`config.mk`:
```
export PLATFORM = sky130hd
export DESIGN_NAME = flash_erase_sleep_ctrl
export DESIGN_NICKNAME = d
export VERILOG_FILES = /design/src/hw/flash_ctrl_pkg.sv /design/src/hw/pin_sync.sv /design/src/hw/cycle_timer.sv /design/src/hw/flash_erase_sleep_ctrl.sv
export SDC_FILE = /design/constraint.sdc
export NUM_CORES = 1
export LEC_CHECK = 0
export BUFFER_PORTS_ARGS = -buffer_cell sky130_fd_sc_hd__buf_2
export CORE_MARGIN = 10
export CORE_UTILIZATION = 30
export DETAILED_ROUTE_END_ITERATION = 10
export SLEW_MARGIN = 20
export SYNTH_ARGS = -nofsm -noshare
export SYNTH_HDL_FRONTEND = slang
export SYNTH_SLANG_ARGS = --single-unit
```
`constraint.sdc`:
```
create_clock -name sys_clk -period 13.48 [get_ports sys_clk]
set_clock_uncertainty 0.2 [all_clocks]
set_input_delay 1.348 -clock sys_clk [delete_from_list [all_inputs] [get_ports sys_clk]]
set_output_delay 1.348 -clock sys_clk [all_outputs]
set_load 0.01 [all_outputs]
```
`src/hw/flash_ctrl_pkg.sv`:
```
// Constants, types and timing for the flash erase and sleep controller
package flash_ctrl_pkg;

    localparam logic [7:0] OP_WRITE_ARM = 8'h06;
    localparam logic [7:0] OP_STATUS_READ = 8'h05;
    localparam logic [7:0] OP_SECTOR_WIPE = 8'h20;
    localparam logic [7:0] OP_BLOCK32_WIPE = 8'h52;
    localparam logic [7:0] OP_BLOCK64_WIPE = 8'hD8;
    localparam logic [7:0] OP_CHIP_WIPE_A = 8'h60;
    localparam logic [7:0] OP_CHIP_WIPE_B = 8'hC7;
    localparam logic [7:0] OP_SLEEP = 8'hB9;
    localparam logic [7:0] OP_WAKE_ID = 8'hAB;

    // Bit counts on the link
    localparam logic [5:0] OPCODE_BITS = 6'h08;
    localparam logic [5:0] ADDR_END_BITS = 6'h20;
    localparam logic [5:0] ID_START_BITS = 6'h20;
    localparam logic [5:0] BIT_CNT_MAX = 6'h3F;

    // Region sizes as address bit boundaries
    localparam int SECTOR_SHIFT = 12;
    localparam int BLOCK32_SHIFT = 15;
    localparam int BLOCK64_SHIFT = 16;

    // Status byte field positions
    localparam int ST_ACTIVE_POS = 0;
    localparam int ST_LATCH_POS = 1;
    localparam int ST_PROT_POS = 2;

    localparam logic LATCH_RESET = 1'b0;
    localparam logic [7:0] STATUS_RESET = 8'h00;

    // Timing
    localparam int CLK_HZ = 40_000_000;
    localparam int CLK_KHZ = CLK_HZ / 1000;
    localparam int SECTOR_WIPE_TIME_MS = 150;
    localparam int BLOCK32_WIPE_TIME_MS = 500;
    localparam int BLOCK64_WIPE_TIME_MS = 800;
    localparam int CHIP_WIPE_TIME_MS = 12000;
    localparam int SLEEP_ENTRY_DELAY_US = 3;
    localparam int SLEEP_ENTRY_CYCLES =
        (SLEEP_ENTRY_DELAY_US * CLK_KHZ + 999) / 1000;

    typedef enum logic [1:0] {
        WIPE_SECTOR,
        WIPE_BLOCK32,
        WIPE_BLOCK64,
        WIPE_CHIP
    } wipe_kind_t;

    typedef enum {
        MODE_IDLE,
        MODE_WIPE,
        MODE_SLEEP_WAIT,
        MODE_SLEEP
    } mode_t;

endpackage

```
`src/hw/pin_sync.sv`:
```
// Two-stage synchroniser for pins from outside the clock domain
`timescale 1ns/1ps
module pin_sync #(
    parameter int WIDTH = 1
) (
    input wire logic sys_clk,
    input wire logic sys_rst,
    input wire logic [WIDTH-1:0] d,
    output logic [WIDTH-1:0] q
);
    logic [WIDTH-1:0] stage1;
    logic [WIDTH-1:0] next_stage1;
    logic [WIDTH-1:0] next_q;

    always_comb begin
        next_stage1 = d;
        next_q = stage1;
    end

    // Pins idle high so the link looks deselected through reset
    always_ff @(posedge sys_clk) begin
        if (sys_rst) begin
            stage1 <= '1;
            q <= '1;
        end else begin
            stage1 <= next_stage1;
            q <= next_q;
        end
    end
endmodule

```
`src/hw/cycle_timer.sv`:
```
// Down counter that times wipe cycles and the sleep entry delay
`timescale 1ns/1ps
module cycle_timer #(
    parameter int WIDTH = 32
) (
    input wire logic sys_clk,
    input wire logic sys_rst,
    input wire logic load,
    input wire logic [WIDTH-1:0] load_value,
    output logic running,
    output logic done
);
    logic [WIDTH-1:0] count;
    logic [WIDTH-1:0] next_count;
    logic next_running;
    logic next_done;

    always_comb begin
        next_count = count;
        next_running = running;
        next_done = 1'b0;
        if (load) begin
            next_count = load_value;
            next_running = 1'b1;
        end else if (running) begin
            if (count <= WIDTH'(1)) begin
                next_running = 1'b0;
                next_done = 1'b1;
            end else begin
                next_count = count - WIDTH'(1);
            end
        end
    end

    always_ff @(posedge sys_clk) begin
        if (sys_rst) begin
            count <= '0;
            running <= 1'b0;
            done <= 1'b0;
        end else begin
            count <= next_count;
            running <= next_running;
            done <= next_done;
        end
    end
endmodule

```
`src/hw/flash_erase_sleep_ctrl.sv`:
```
// Serial command front end for wipes, sleep and wake with ID readout
`timescale 1ns/1ps
module flash_erase_sleep_ctrl #(
    parameter int ADDR_BITS = 20,
    parameter logic [7:0] DEVICE_ID = 8'h5A, // Arbitrary value
    parameter int SECTOR_WIPE_CYCLES =
        flash_ctrl_pkg::SECTOR_WIPE_TIME_MS * flash_ctrl_pkg::CLK_KHZ,
    parameter int BLOCK32_WIPE_CYCLES =
        flash_ctrl_pkg::BLOCK32_WIPE_TIME_MS * flash_ctrl_pkg::CLK_KHZ,
    parameter int BLOCK64_WIPE_CYCLES =
        flash_ctrl_pkg::BLOCK64_WIPE_TIME_MS * flash_ctrl_pkg::CLK_KHZ,
    parameter int CHIP_WIPE_CYCLES =
        flash_ctrl_pkg::CHIP_WIPE_TIME_MS * flash_ctrl_pkg::CLK_KHZ
) (
    input wire logic sys_clk,
    input wire logic sys_rst,
    input wire logic spi_sel_n,
    input wire logic spi_sck,
    input wire logic spi_din,
    output logic spi_dout,
    output logic spi_dout_oe,
    input wire logic [2:0] protect_range_bits,
    input wire logic ext_busy,
    output logic write_latch_flag,
    output logic op_active_flag,
    output logic sleep_active,
    output logic wipe_start,
    output flash_ctrl_pkg::wipe_kind_t wipe_kind,
    output logic [ADDR_BITS-1:0] wipe_base,
    output logic wipe_done
);

    // Synchronised pins
    logic sel_n_s;
    logic sck_s;
    logic din_s;

    pin_sync #(
        .WIDTH(3)
    ) u_pin_sync (
        .sys_clk(sys_clk),
        .sys_rst(sys_rst),
        .d({spi_sel_n, spi_sck, spi_din}),
        .q({sel_n_s, sck_s, din_s})
    );

    // Link state
    logic sck_d;
    logic sel_n_d;
    logic [5:0] bit_cnt;
    logic [31:0] shifter;
    logic [7:0] opcode;
    logic [2:0] out_idx;
    logic [5:0] next_bit_cnt;
    logic [31:0] next_shifter;
    logic [7:0] next_opcode;
    logic [2:0] next_out_idx;
    logic next_dout;
    logic next_dout_oe;

    // Control state
    flash_ctrl_pkg::mode_t mode;
    flash_ctrl_pkg::mode_t next_mode;
    logic next_write_latch_flag;
    logic next_wipe_start;
    flash_ctrl_pkg::wipe_kind_t next_wipe_kind;
    logic [ADDR_BITS-1:0] next_wipe_base;
    logic timer_load;
    logic [31:0] timer_value;
    logic timer_running;
    logic timer_done;

    logic sck_rise;
    logic sck_fall;
    logic sel_rise;
    logic busy;
    logic asleep;
    logic [7:0] status_byte;
    logic [ADDR_BITS-1:0] frame_addr;
    logic talk_status;
    logic talk_id;

    // Region mask covers the address bits below the region boundary
    function automatic logic [ADDR_BITS-1:0] region_mask(
        input flash_ctrl_pkg::wipe_kind_t kind
    );
        logic [ADDR_BITS-1:0] m;
        m = '1;
        unique case (kind)
            flash_ctrl_pkg::WIPE_SECTOR: begin
                m = ADDR_BITS'((1 << flash_ctrl_pkg::SECTOR_SHIFT) - 1);
            end
            flash_ctrl_pkg::WIPE_BLOCK32: begin
                m = ADDR_BITS'((1 << flash_ctrl_pkg::BLOCK32_SHIFT) - 1);
            end
            flash_ctrl_pkg::WIPE_BLOCK64: begin
                m = ADDR_BITS'((1 << flash_ctrl_pkg::BLOCK64_SHIFT) - 1);
            end
            flash_ctrl_pkg::WIPE_CHIP: begin
                m = '1;
            end
        endcase
        return m;
    endfunction

    // Protection covers the top 2^(bp-1) 64 KB blocks; six or more
    // covers the whole array. Any overlap with the region protects it.
    function automatic logic region_protected(
        input logic [ADDR_BITS-1:0] last_addr,
        input logic [2:0] bp
    );
        logic [ADDR_BITS-1:0] floor_addr;
        logic hit;
        floor_addr = '0;
        hit = 1'b0;
        if (bp >= 3'h6) begin
            hit = 1'b1;
        end else if (bp != 3'h0) begin
            floor_addr = ~ADDR_BITS'(((1 << (bp - 3'h1)) <<
                flash_ctrl_pkg::BLOCK64_SHIFT) - 1);
            hit = last_addr >= floor_addr;
        end
        return hit;
    endfunction

    function automatic logic [31:0] wipe_cycles(
        input flash_ctrl_pkg::wipe_kind_t kind
    );
        logic [31:0] c;
        c = 32'(CHIP_WIPE_CYCLES);
        unique case (kind)
            flash_ctrl_pkg::WIPE_SECTOR: c = 32'(SECTOR_WIPE_CYCLES);
            flash_ctrl_pkg::WIPE_BLOCK32: c = 32'(BLOCK32_WIPE_CYCLES);
            flash_ctrl_pkg::WIPE_BLOCK64: c = 32'(BLOCK64_WIPE_CYCLES);
            flash_ctrl_pkg::WIPE_CHIP: c = 32'(CHIP_WIPE_CYCLES);
        endcase
        return c;
    endfunction

    // Edges come from the second synchroniser stage and its delayed copy
    assign sck_rise = sck_s & ~sck_d & ~sel_n_s;
    assign sck_fall = ~sck_s & sck_d & ~sel_n_s;
    assign sel_rise = sel_n_s & ~sel_n_d;

    assign busy = (mode == flash_ctrl_pkg::MODE_WIPE) | ext_busy;
    assign asleep = (mode == flash_ctrl_pkg::MODE_SLEEP) |
        (mode == flash_ctrl_pkg::MODE_SLEEP_WAIT);
    assign op_active_flag = busy;
    assign sleep_active = (mode == flash_ctrl_pkg::MODE_SLEEP);
    assign frame_addr = shifter[ADDR_BITS-1:0];

    always_comb begin
        status_byte = flash_ctrl_pkg::STATUS_RESET;
        status_byte[flash_ctrl_pkg::ST_ACTIVE_POS] = busy;
        status_byte[flash_ctrl_pkg::ST_LATCH_POS] = write_latch_flag;
        status_byte[flash_ctrl_pkg::ST_PROT_POS +: 3] = protect_range_bits;
    end

    // Status stays readable through wipes, but not in sleep
    assign talk_status = (opcode == flash_ctrl_pkg::OP_STATUS_READ) &&
        (bit_cnt >= flash_ctrl_pkg::OPCODE_BITS) && !asleep;
    assign talk_id = (opcode == flash_ctrl_pkg::OP_WAKE_ID) &&
        (bit_cnt >= flash_ctrl_pkg::ID_START_BITS) && !busy;

    // Link shifter: sample on rising, drive on falling clock edge
    always_comb begin
        next_bit_cnt = bit_cnt;
        next_shifter = shifter;
        next_opcode = opcode;
        next_out_idx = out_idx;
        next_dout = spi_dout;
        next_dout_oe = spi_dout_oe;
        if (sel_n_s) begin
            next_bit_cnt = '0;
            next_out_idx = '0;
            next_dout_oe = 1'b0;
        end else if (sck_rise) begin
            next_shifter = {shifter[30:0], din_s};
            if (bit_cnt != flash_ctrl_pkg::BIT_CNT_MAX) begin
                next_bit_cnt = bit_cnt + 6'h01;
            end
            if (bit_cnt == flash_ctrl_pkg::OPCODE_BITS - 6'h01) begin
                next_opcode = {shifter[6:0], din_s};
            end
        end else if (sck_fall && (talk_status || talk_id)) begin
            // Index wraps so the byte repeats for as long as clocks run
            if (talk_id) begin
                next_dout = DEVICE_ID[3'h7 - out_idx];
            end else begin
                next_dout = status_byte[3'h7 - out_idx];
            end
            next_out_idx = out_idx + 3'h1;
            next_dout_oe = 1'b1;
        end
    end

    always_ff @(posedge sys_clk) begin
        if (sys_rst) begin
            sck_d <= 1'b0;
            sel_n_d <= 1'b1;
            bit_cnt <= '0;
            shifter <= '0;
            opcode <= '0;
            out_idx <= '0;
            spi_dout <= 1'b0;
            spi_dout_oe <= 1'b0;
        end else begin
            sck_d <= sck_s;
            sel_n_d <= sel_n_s;
            bit_cnt <= next_bit_cnt;
            shifter <= next_shifter;
            opcode <= next_opcode;
            out_idx <= next_out_idx;
            spi_dout <= next_dout;
            spi_dout_oe <= next_dout_oe;
        end
    end

    // Command execution on the select rise that closes a frame
    always_comb begin
        logic addr_frame;
        logic op_frame;
        logic [ADDR_BITS-1:0] mask;
        flash_ctrl_pkg::wipe_kind_t kind;
        logic is_wipe;
        addr_frame = (bit_cnt == flash_ctrl_pkg::ADDR_END_BITS);
        op_frame = (bit_cnt == flash_ctrl_pkg::OPCODE_BITS);
        kind = flash_ctrl_pkg::WIPE_CHIP;
        is_wipe = 1'b0;
        mask = '0;
        next_mode = mode;
        next_write_latch_flag = write_latch_flag;
        next_wipe_start = 1'b0;
        next_wipe_kind = wipe_kind;
        next_wipe_base = wipe_base;
        timer_load = 1'b0;
        timer_value = wipe_cycles(kind);

        unique case (opcode)
            flash_ctrl_pkg::OP_SECTOR_WIPE: begin
                kind = flash_ctrl_pkg::WIPE_SECTOR;
                is_wipe = addr_frame;
            end
            flash_ctrl_pkg::OP_BLOCK32_WIPE: begin
                kind = flash_ctrl_pkg::WIPE_BLOCK32;
                is_wipe = addr_frame;
            end
            flash_ctrl_pkg::OP_BLOCK64_WIPE: begin
                kind = flash_ctrl_pkg::WIPE_BLOCK64;
                is_wipe = addr_frame;
            end
            flash_ctrl_pkg::OP_CHIP_WIPE_A,
            flash_ctrl_pkg::OP_CHIP_WIPE_B: begin
                kind = flash_ctrl_pkg::WIPE_CHIP;
                is_wipe = op_frame;
            end
            default: begin
                is_wipe = 1'b0;
            end
        endcase
        mask = region_mask(kind);

        unique case (mode)
            flash_ctrl_pkg::MODE_IDLE: begin
                if (sel_rise && !ext_busy) begin
                    if (is_wipe && write_latch_flag &&
                        !region_protected(frame_addr | mask,
                            protect_range_bits)) begin
                        next_mode = flash_ctrl_pkg::MODE_WIPE;
                        next_wipe_start = 1'b1;
                        next_wipe_kind = kind;
                        next_wipe_base = frame_addr & ~mask;
                        next_write_latch_flag = 1'b0;
                        timer_load = 1'b1;
                        timer_value = wipe_cycles(kind);
                    end else if (op_frame &&
                        opcode == flash_ctrl_pkg::OP_WRITE_ARM) begin
                        next_write_latch_flag = 1'b1;
                    end else if (op_frame &&
                        opcode == flash_ctrl_pkg::OP_SLEEP) begin
                        next_mode = flash_ctrl_pkg::MODE_SLEEP_WAIT;
                        timer_load = 1'b1;
                        timer_value =
                            32'(flash_ctrl_pkg::SLEEP_ENTRY_CYCLES);
                    end
                end
            end
            flash_ctrl_pkg::MODE_WIPE: begin
                // Sleep and wake opcodes fall through here untouched
                if (timer_done) begin
                    next_mode = flash_ctrl_pkg::MODE_IDLE;
                end
            end
            flash_ctrl_pkg::MODE_SLEEP_WAIT,
            flash_ctrl_pkg::MODE_SLEEP: begin
                // Only the wake opcode is decoded; wipes cannot start here
                if (sel_rise && opcode == flash_ctrl_pkg::OP_WAKE_ID &&
                    bit_cnt >= flash_ctrl_pkg::OPCODE_BITS) begin
                    next_mode = flash_ctrl_pkg::MODE_IDLE;
                end else if (mode == flash_ctrl_pkg::MODE_SLEEP_WAIT &&
                    timer_done) begin
                    next_mode = flash_ctrl_pkg::MODE_SLEEP;
                end
            end
        endcase
    end

    // Reset models power-up: always back in standby
    always_ff @(posedge sys_clk) begin
        if (sys_rst) begin
            mode <= flash_ctrl_pkg::MODE_IDLE;
            write_latch_flag <= flash_ctrl_pkg::LATCH_RESET;
            wipe_start <= 1'b0;
            wipe_kind <= flash_ctrl_pkg::WIPE_SECTOR;
            wipe_base <= '0;
        end else begin
            mode <= next_mode;
            write_latch_flag <= next_write_latch_flag;
            wipe_start <= next_wipe_start;
            wipe_kind <= next_wipe_kind;
            wipe_base <= next_wipe_base;
        end
    end

    assign wipe_done = timer_done & (mode == flash_ctrl_pkg::MODE_WIPE);

    // One timer serves wipes and sleep entry; they never overlap
    cycle_timer #(
        .WIDTH(32)
    ) u_cycle_timer (
        .sys_clk(sys_clk),
        .sys_rst(sys_rst),
        .load(timer_load),
        .load_value(timer_value),
        .running(timer_running),
        .done(timer_done)
    );

    logic unused_running;
    assign unused_running = timer_running;

endmodule

```
# Word-level counts from Yosys, hierarchy flattened
# Memories as Yosys holds them, arrays and structs flattened.
# Index checks and enable logic that the tools add are counted.
dict set report classes {
  n_addsub 6
  n_lt_le_gt_ge 6
  reduce_logical 38
  n_mux 40
  n_shift 1
  n_eq_ne 28
  bitwise 20
}
# op n
set op_table {}
lappend op_table {{$mux W32} 13}
lappend op_table {{$pmux W32 S4} 1}
lappend op_table {{$eq A32 B2 Y1 const B} 3}
lappend op_table {{$pmux W32 S3} 1}
lappend op_table {{$pmux W20 S4} 1}
lappend op_table {{$eq A32 B3 Y1 const B} 2}
lappend op_table {{$mux W29} 2}
lappend op_table {{$not A20 Y20} 2}
lappend op_table {{$eq A32 B1 Y1 const B} 1}
lappend op_table {{$eq A8 B8 Y1 const B} 4}
lappend op_table {{$le A32 B1 Y1 const B} 1}
lappend op_table {{$logic_not A32 Y1} 1}
lappend op_table {{$sub A32 B1 Y32 const B} 1}
lappend op_table {{$and A20 B20 Y20} 1}
lappend op_table {{$ge A20 B20 Y1} 1}
lappend op_table {{$or A20 B20 Y20} 1}
lappend op_table {{$sub A20 B2 Y20 const B} 1}
lappend op_table {{$mux W1} 19}
lappend op_table {{$eq A8 B3 Y1 const B} 2}
lappend op_table {{$eq A8 B7 Y1 const B} 2}
lappend op_table {{$logic_and A1 B1 Y1} 13}
lappend op_table {{$reduce_and A3 Y1} 4}
lappend op_table {{$ne A3 B3 Y1 const B} 3}
lappend op_table {{$reduce_or A3 Y1} 3}
lappend op_table {{other kinds (32)} 56}
dict set report word_totals {
  output_inout_bits 29
  in_bits 9
  mem_bits_ro 8
  n_memories 1
  reg_bits 137
}
# memory words width read_ports rd_clocked_by_memory_dff wr line_no
set memory_table {}
lappend memory_table {{(no name shown)} 8 1 1 0 0 flash_erase_sleep_ctrl.sv:188} ;# next_dout = DEVICE_ID[3'h7 - out_idx];

# Longest topological paths before layout
# Gate-level depths: netlist of run 1.
dict set report depth {
  depth_word 17
  depth_mapped 16
  ltp_nobuf 13
}

# By module
# From an unflattened synthesis of run 1, not the netlist that was laid out.
dict set report hier_totals {
  hier_cells 607
  area_unflattened_um2 4988.5
}
# module area_per_inst_um2 cells_each instances
set modules_own_cells {}
lappend modules_own_cells {flash_erase_sleep_ctrl 2801.4 342 1}
lappend modules_own_cells {cycle_timer 2029.4 253 1}
lappend modules_own_cells {pin_sync 157.7 12 1}

# Least setup slack after synthesis of run 1
# No wires, ideal clock.
dict set report synth_path {
  kind {input port to flip-flop}
  from {input port protect_range_bits[1]}
  to {register u_cycle_timer.count[5]}
  setup_time_ps 74
  arrival_ps 4220
  t_required_ps 13206
  path_slack_ps 8986
  path_stages 13
  cell_sequence {clkbuf_1 > or3b_2 > ha_1 > xnor2_1 > ha_1 > o21ai_0 > a221oi_1 > o21a_1 > a211o_1 > clkbuf_1 > clkbuf_1 > nand4_1 > a31oi_1}
}
dict set report synth_via {
  elab_chain_cells 16
  elab_cells_between_ends 23
  classes_between {add/sub (2); order compare (2); eq/ne (1); shift (1); mux (11); bitwise (1); reduce/logical (5)}
}
# element line_no
set synth_rtl {}
lappend synth_rtl {{from (decl)} flash_erase_sleep_ctrl.sv:22} ;# input wire logic [2:0] protect_range_bits,
lappend synth_rtl {{$sub A3 B1 Y3} flash_erase_sleep_ctrl.sv:119} ;# floor_addr = ~ADDR_BITS'(((1 << (bp - 3'h1)) <<
lappend synth_rtl {{$shl A1 B3 Y4} flash_erase_sleep_ctrl.sv:119}
lappend synth_rtl {{$sub A20 B2 Y20} flash_erase_sleep_ctrl.sv:120} ;# flash_ctrl_pkg::BLOCK64_SHIFT) - 1);
lappend synth_rtl {{$not A20 Y20} flash_erase_sleep_ctrl.sv:119}
lappend synth_rtl {{$ge A20 B20 Y1} flash_erase_sleep_ctrl.sv:121} ;# hit = last_addr >= floor_addr;
lappend synth_rtl {{$mux W1} flash_erase_sleep_ctrl.sv:118} ;# end else if (bp != 3'h0) begin
lappend synth_rtl {{$mux W1 (*)} flash_erase_sleep_ctrl.sv:116} ;# if (bp >= 3'h6) begin
lappend synth_rtl {{$mux W1 (*)} flash_erase_sleep_ctrl.sv:265} ;# if (sel_rise && !ext_busy) begin
lappend synth_rtl {{$mux W1 (*)} flash_erase_sleep_ctrl.sv:263} ;# unique case (mode)
lappend synth_rtl {{$logic_not A1 Y1 (*)} flash_erase_sleep_ctrl.sv:267} ;# !region_protected(frame_addr | mask,
lappend synth_rtl {{$logic_and A1 B1 Y1 (*)} flash_erase_sleep_ctrl.sv:266} ;# if (is_wipe && write_latch_flag &&
lappend synth_rtl {{$mux W1} flash_erase_sleep_ctrl.sv:266}
lappend synth_rtl {{$mux W1} flash_erase_sleep_ctrl.sv:265}
lappend synth_rtl {{$mux W1} flash_erase_sleep_ctrl.sv:263}
lappend synth_rtl {{$ne A2 B2 Y1 (no line) or $reduce_bool A2 Y1 (tied branches)} --}
lappend synth_rtl {{$reduce_and A2 Y1 (no line)} --}
lappend synth_rtl {{to (signal assigned)} cycle_timer.sv:41} ;# count <= next_count;
lappend synth_rtl {{to (decl)} cycle_timer.sv:13} ;# logic [WIDTH-1:0] count;
# Mark *: on every way between the ends. The rest lies on a longest branch, timed or not. The select of a mux whose other input is x is not followed.
# A chain may end at the register's enable or synchronous reset.

# Final worst setup path of run 1
dict set report layout_path {
  from {register opcode[1]}
  to {register u_cycle_timer.count[17]}
}
dict set report layout_via {
  elab_chain_cells 17
  elab_cells_between_ends 41
  classes_between {order compare (1); eq/ne (11); mux (18); bitwise (1); reduce/logical (10)}
}
# element line_no
set layout_rtl {}
lappend layout_rtl {{from (decl)} flash_erase_sleep_ctrl.sv:52} ;# logic [7:0] opcode;
lappend layout_rtl {{from (signal assigned)} flash_erase_sleep_ctrl.sv:212} ;# opcode <= next_opcode;
lappend layout_rtl {{$eq A8 B8 Y1 (tied with other cells)} flash_erase_sleep_ctrl.sv:239} ;# unique case (opcode)
lappend layout_rtl {{$pmux W2 S3} flash_erase_sleep_ctrl.sv:239}
lappend layout_rtl {{$eq A2 B2 Y1 (tied with other cells)} {flash_erase_sleep_ctrl.sv:89, flash_erase_sleep_ctrl.sv:131}}
lappend layout_rtl {{$pmux W20 S4} flash_erase_sleep_ctrl.sv:89} ;# unique case (kind)
lappend layout_rtl {{$or A20 B20 Y20} flash_erase_sleep_ctrl.sv:267}
lappend layout_rtl {{$ge A20 B20 Y1} flash_erase_sleep_ctrl.sv:121}
lappend layout_rtl {{$mux W1} flash_erase_sleep_ctrl.sv:118}
lappend layout_rtl {{$mux W1} flash_erase_sleep_ctrl.sv:116}
lappend layout_rtl {{$mux W1} flash_erase_sleep_ctrl.sv:265}
lappend layout_rtl {{$mux W1} flash_erase_sleep_ctrl.sv:263}
lappend layout_rtl {{$logic_not A1 Y1} flash_erase_sleep_ctrl.sv:267}
lappend layout_rtl {{$logic_and A1 B1 Y1} flash_erase_sleep_ctrl.sv:266}
lappend layout_rtl {{$mux W1} flash_erase_sleep_ctrl.sv:266}
lappend layout_rtl {{$mux W1} flash_erase_sleep_ctrl.sv:265}
lappend layout_rtl {{$mux W1} flash_erase_sleep_ctrl.sv:263}
lappend layout_rtl {{$ne A2 B2 Y1 (no line) or $reduce_bool A2 Y1 (tied branches)} --}
lappend layout_rtl {{$reduce_and A2 Y1 (no line)} --}
# Parallel ways exist; a longest one is shown, timed or not. The select of a mux whose other input is x is not followed.

==> impl_metrics.py, run 1 <==
metrics = {
    "status": {
        "status": "finished clean",
    },
    "setup_path": {
        "crit_slowest_cell": "a211o_1",
        "critPathTopFamily": "compound AO/OA/AOI/OAI gates",
        "end_kind": "flip-flop",
        "path_buf_inv": 0,
        "reg2reg_depth": 13,
        "reg2reg_from": "opcode[1]$_SDFFE_PP0P_",
        "critical-path-max-stage-delay_ps": 570,
        "r2r-end": "u_cycle_timer.count[17]$_SDFFE_PP0P_",
        "rrSetupSlack_ps": 8400,
        "cp.arrival_ps": 5140,
        "crit_chain": "or3b_2 -> or4_1 -> ha_1 -> o21ai_1 -> nand2b_1 -> ha_1 -> a211oi_1 -> nand4_1 -> o21a_1 -> a211o_1 -> nor3_1 -> o21ai_1 -> a211oi_1",
        "cp_max_fo": 22,
        "path_class": "flip-flop to flip-flop",
        "worst_ep_required_time_ps": 13530,
        "start_kind": "flip-flop",
    },
    "drt": {
        "drtIter0Drc": 338,
        "viasPerCell": 5.060,
        "wl_um": 12200,
        "vias": 4225,
        "firstDrtPassIters": 5,
        "antenna_left": 0,
        "route.detailed.drc": 0,
        "wl_per_cell_um": 14.61,
    },
    "global_route": {
        "grt_util_all_layers": 0.1130,
        "grt_max_degree": 77,
        "grt_use_met1": 0.1527,
        "grt_pass1_wl_um": 20600,
        "globalRoute.totalOverflow": 0,
        "gr-usage-met3": 0.02534,
        "met2_usage": 0.1725,
        "grt_pass1_vias": 4010,
        "grt.busiest_layer": "met2",
        "antenna_found_initial": 1,
    },
    "layout": {
        "area_growth_pct": 10.97,
        "drive_above_1_share": 0.1099,
        "layout_commonest_cell": "dfxtp_1",
        "diodes": 0,
        "final_cells": 835,
        "final_area_um2": 5415,
        "fin_nets": 635,
        "final_util": 0.3409,
        "final_cell_mix": "95 x dfxtp_1, 75 x nand2_1, 68 x nor2_1",
    },
    "power": {
        "total_leakage_power_nw": 1.985,
        "power.density_nw_per_um2": 102.6,
        "ir_drop_mv": 0.06711,
    },
    "clock_tree": {
        "numCtsBuffers": 9,
        "postCtsSetupBuffers": 0,
        "cts_tree": "built",
        "cts_hold_buffers": 0,
        "clock-root-buffer": "clkbuf_16",
        "htree_num_levels": 3,
        "cts-resized-gates": 0,
        "cts.reportedPaths.clkPinSlew_ps": 70,
        "clock_sinks": 95,
        "cts_max_path_buffers": 2,
        "clock_latency_ps": 350,
    },
    "floorplan": {
        "rows": 46,
        "core_area_um2": 15890,
        "die_w_um": 147.5,
        "initial_core_util": 0.3072,
        "die_y_um": 147.5,
        "die_area_um2": 21770,
        "ios": 38,
    },
    "timing": {
        "fmax_mhz": 196.7,
        "fin_crit_ps": 5084,
        "slew_violations": 0,
        "setup_viol": 0,
        "rsz0062_at_grt": "no",
        "final_hold_viol_count": 0,
        "timing.final.crit_share": 0.3771,
        "tightest_slew_ps": 977.4,
        "maxSlewHeadroom": 0.3484,
        "finalSetupTns_ps": 0,
        "hold_ws_ps": 211.0,
    },
    "placed_design": {
        "dp.cells": 819,
        "gp_congestion": 0.8457,
        "portBuffers": 25,
        "placedInstanceArea_um2": 5124,
        "dp_hpwl_um": 8505,
    },
    "synth": {
        "synth.avg_cell_area_um2": 8.052,
        "ys_seq_area_frac": 0.3897,
        "postSynth.asyncResetShare": 0,
        "ys_warn_count": 0,
        "yosys-top-cells-area": "dfxtp_1 39%, a21oi_1 6.5%, nand2_1 5.8%",
        "synth_edf_count": 0,
        "synth_top_area_frac": 0.3897,
        "synth-main-ff-cell": "dfxtp_1",
        "postSynthCellCount": 606,
        "synthDistinctLibCells": 63,
        "synth_area_um2": 4880,
        "ys_seq_elements": 95,
        "synth.largest_area_cell": "dfxtp_1",
    },
    "worst_hold_path": {
        "min_from": "u_pin_sync.next_q[2]$_SDFF_PP1_",
        "holdPathEnd": "u_pin_sync.q[2]$_SDFF_PP1_",
        "hold_class": "flip-flop to flip-flop",
        "hold_depth": 1,
    },
    "run": {
        "drv_cap": 0,
    },
}
worst max path at each step:
| stage | startpoint | depth (start not counted) | end | slack (ps) |
|---|---|---|---|---|
| CTS | opcode[1]$_SDFFE_PP0P_ | 13 | u_cycle_timer.count[17]$_SDFFE_PP0P_ | 8390 |
| finish | opcode[1]$_SDFFE_PP0P_ | 13 | u_cycle_timer.count[17]$_SDFFE_PP0P_ | 8400 |
| global placement | opcode[1]$_SDFFE_PP0P_ | 13 | u_cycle_timer.count[17]$_SDFFE_PP0P_ | 8560 |
| detailed placement | opcode[1]$_SDFFE_PP0P_ | 13 | u_cycle_timer.count[12]$_SDFFE_PP0P_ | 8420 |
| global route | opcode[1]$_SDFFE_PP0P_ | 13 | u_cycle_timer.count[17]$_SDFFE_PP0P_ | 7900 |
| floorplan | protect_range_bits[1] | 13 | u_cycle_timer.count[5]$_SDFFE_PP0P_ | 8990 |
registers in the layout, indices dropped and copies added (netlist names), 2 cells and up:
name / cells
bit_cnt: 6
shifter: 20
mode: 2
u_pin_sync.q: 3
wipe_base: 8
wipe_kind: 2
opcode: 8
u_pin_sync.next_q: 3
u_cycle_timer.count: 32
out_idx: 3
cells in the mapped netlist (3+ instances only):
| library cell | instances |
|---|---|
| nand3b_1 | 4 |
| buf_4 | 12 |
| nor3b_1 | 3 |
| or2_2 | 11 |
| nor2_1 | 68 |
| xor2_1 | 8 |
| and3_1 | 5 |
| o21ai_0 | 13 |
| o22a_1 | 6 |
| inv_1 | 15 |
| nand3_1 | 18 |
| mux2i_1 | 13 |
| nor4_1 | 10 |
| a31oi_1 | 7 |
| o21a_1 | 8 |
| clkbuf_1 | 20 |
| or4_1 | 7 |
| a21oi_1 | 63 |
| a211oi_1 | 13 |
| or3b_2 | 4 |
| dfxtp_1 | 95 |
| nand2_1 | 75 |
| a22oi_1 | 3 |
| and2_1 | 4 |
| nor4b_1 | 3 |
| or3_1 | 6 |
| o21ai_1 | 6 |
| xnor2_1 | 6 |
| nand4b_1 | 4 |
| nor3_1 | 27 |
| nand2b_1 | 6 |
| nand4_1 | 7 |
| ha_1 | 12 |
| buf_2 | 7 |
through the flow:
stage	total power [mW]	worst slack, ps
global placement	0.3076	8555
global route	0.5744	7903
CTS	0.5600	8387
detailed placement	0.3077	8423
finish	0.5558	8396
floorplan	0.3054	8986
final cells by class:
| cell class | count | area, µm² |
|---|---|---|
| multi-input cells | 466 | 2755 |
| repair buffers | 27 | 140.1 |
| clock inverters | 5 | 58.81 |
| flip-flops and latches | 95 | 1902 |
| fillers | 1727 | 10470 |
| well taps | 216 | 270.3 |
| clock buffers | 11 | 232.7 |
| inverters | 15 | 56.30 |
worst register-to-register path, cell delays in order, from the launching register on:
cell	delay (ps)
dfxtp_1	460
or3b_2	480
or4_1	560
ha_1	250
o21ai_1	450
nand2b_1	130
ha_1	330
a211oi_1	270
nand4_1	180
o21a_1	250
a211o_1	570
nor3_1	480
o21ai_1	140
a211oi_1	240
metal layers:
metal / part of all wire / vias to the layer above
met3: 0.053 / 9
met5: 0 / -
li1: - / 2161
met4: 0.010 / 0
met1: 0.49 / 1962
met2: 0.45 / 93
logic make-up (layout without fill, tap and decap cells):
logic type,count (synthesis),count (layout),synth area share
XOR/XNOR,14,14,0.02513
other,1,12,0.0007685
adder cells (fa/ha/maj),12,12,0.03077
AO/OA/AOI/OAI,138,138,0.1836
buffers and inverters,56,58,0.05410
multiplexers,14,14,0.02897
flip-flops,95,95,0.3897
AND/OR/NAND/NOR,276,276,0.2869
report_power, final:
part	switching [mW]	internal [mW]
Combinational	0.0131	0.00560
Sequential	0.000715	0.282
Clock	0.111	0.144
Power figures use the tool's default switching activity.
==> run 2, diff against run 1 <==
clock period = 4.3 ns   (was 13.48 ns; I/O delays follow)
==> run 2 against run 1 <==
Against the previous run: first-iteration DRC count down 27%; count of clock-buffer cells in the layout unchanged; via count is 2.2% higher; largest cell class unchanged; highest routed layer unchanged.
==> impl_metrics.py, run 2 (synthesized netlist as in run 1, its figures left out) <==
metrics = {
    "clock_tree": {
        "clock_sinks": 95,
        "clock_latency_ps": 360,
        "cts_tree": "built",
        "clock-root-buffer": "clkbuf_16",
        "htree_num_levels": 3,
        "numCtsBuffers": 9,
        "cts_max_path_buffers": 2,
        "cts.reportedPaths.clkPinSlew_ps": 70,
    },
    "layout": {
        "reg_top3": "u_cycle_timer.count (32), shifter (20)",
        "drive_above_1_share": 0.1489,
        "final_cell_mix": "95 x dfxtp_1, 75 x nand2_1, 67 x nor2_1",
        "final_area_um2": 5625,
        "fin_nets": 654,
        "final_util": 0.3541,
        "layout_commonest_cell": "dfxtp_1",
        "area_growth_pct": 15.28,
        "diodes": 0,
        "fillers": 1703,
        "top_register": "u_cycle_timer.count",
        "final_cells": 854,
        "largest_reg_flops": 32,
    },
    "drt": {
        "drt-met1-wl_um": 6144,
        "wl_per_cell_um": 14.48,
        "wl_met2_um": 5507,
        "wl_um": 12360,
        "drtIter0Drc": 248,
        "route.detailed.drc": 0,
        "viasPerCell": 5.055,
        "wl_met3_um": 461,
        "highest_layer": "met4",
        "firstDrtPassIters": 5,
        "vias": 4317,
        "antenna_left": 0,
    },
    "setup_path": {
        "start_kind": "flip-flop",
        "cp_max_fo": 6,
        "worst_ep_required_time_ps": 4350,
        "end_kind": "flip-flop",
        "path_class": "flip-flop to flip-flop",
        "cp.arrival_ps": 4030,
    },
    "power": {
        "power.density_nw_per_um2": 316.2,
        "total_leakage_power_nw": 2.101,
        "total_power_mw": 1.779,
        "ir_drop_mv": 0.2594,
    },
    "placed_design": {
        "dp.cells": 837,
        "portBuffers": 25,
        "post-place-ws_ps": 61.94,
        "dp_hpwl_um": 8787,
        "gp_congestion": 0.8342,
        "placedInstanceArea_um2": 5271,
    },
    "floorplan": {
        "die_y_um": 147.5,
        "core_area_um2": 15890,
        "initial_core_util": 0.3072,
        "ios": 38,
        "die_w_um": 147.5,
        "die_area_um2": 21770,
        "rows": 46,
    },
    "global_route": {
        "antenna_found_initial": 0,
        "grt_max_degree": 50,
        "grt_util_all_layers": 0.1134,
        "globalRoute.totalOverflow": 0,
        "grt_pass1_vias": 3983,
        "grt_pass1_wl_um": 20460,
    },
    "timing": {
        "timing.final.crit_share": 0.9271,
        "final_hold_viol_count": 0,
        "tightest_slew_ps": 1014,
        "setup_viol": 0,
        "maxSlewHeadroom": 0.3242,
        "slew_violations": 0,
        "finalSetupTns_ps": 0,
        "fmax_mhz": 250.9,
        "rsz0062_at_grt": "no",
        "layout_setup_ws_ps": 313.6,
        "hold_ws_ps": 55.58,
        "fin_crit_ps": 3986,
    },
    "worst_hold_path": {
        "hold_class": "input port to flip-flop",
    },
    "status": {
        "status": "finished clean",
    },
    "run": {
        "drv_cap": 0,
    },
}
-- run 2: final timing paths --
check             cells after the start                              endpoint  slack (ps)                            start
setup / recovery                     13  u_cycle_timer.count[25]$_SDFFE_PP0P_         310           opcode[0]$_SDFFE_PP0P_
setup reg to reg                     13  u_cycle_timer.count[25]$_SDFFE_PP0P_         310           opcode[0]$_SDFFE_PP0P_
hold reg to reg                       1            u_pin_sync.q[0]$_SDFF_PP1_         210  u_pin_sync.next_q[0]$_SDFF_PP1_
hold / removal                        2       u_pin_sync.next_q[1]$_SDFF_PP1_          60                          spi_sck
-- run 2: cell type report --
class / count / area, µm² / area share
clock buffer: 11 / 252.7 / 0.04493
clock inverter: 5 / 56.30 / 0.01001
inverter: 15 / 56.30 / 0.01001
multi-input combinational: 466 / 2793 / 0.4964
sequential: 95 / 1902 / 0.3381
tap: 216 / 270.3 / 0.04804
timing repair buffer: 46 / 295.3 / 0.05249
-- run 2: routing by layer --
metal,vias up,track usage
met3,16,0.02259
met4,0,0.05451
met5,-,0
li1,2202,-
met1,2008,0.1523
met2,91,0.1697
-- run 2: what timing repair did --
action | CTS | global route
setup endpoints to repair | 0 | 23
hold buffers | 0 | 0
buffers inserted | 0 | 1
gates resized for setup | 0 | 8
-- run 2: where the power goes --
group          total, mW  switching [mW]  leakage (nW)  internal, mW
registers          0.885         0.00203         0.767         0.883
logic             0.0640          0.0433          1.18        0.0207
clock network      0.829           0.348         0.152         0.481
-- run 2: worst max-delay path, stage by stage (launching register included) --
cell and delay (ps):
dfxtp_1 310, or3b_2 480, or4_1 510, ha_1 240, o21ai_1 110, nand2b_1 90, ha_1 320, a211oi_1 230
nand4_1 170, o211ai_2 210, o311a_2 230, nor2_2 90, or4b_1 580, mux2i_1 130
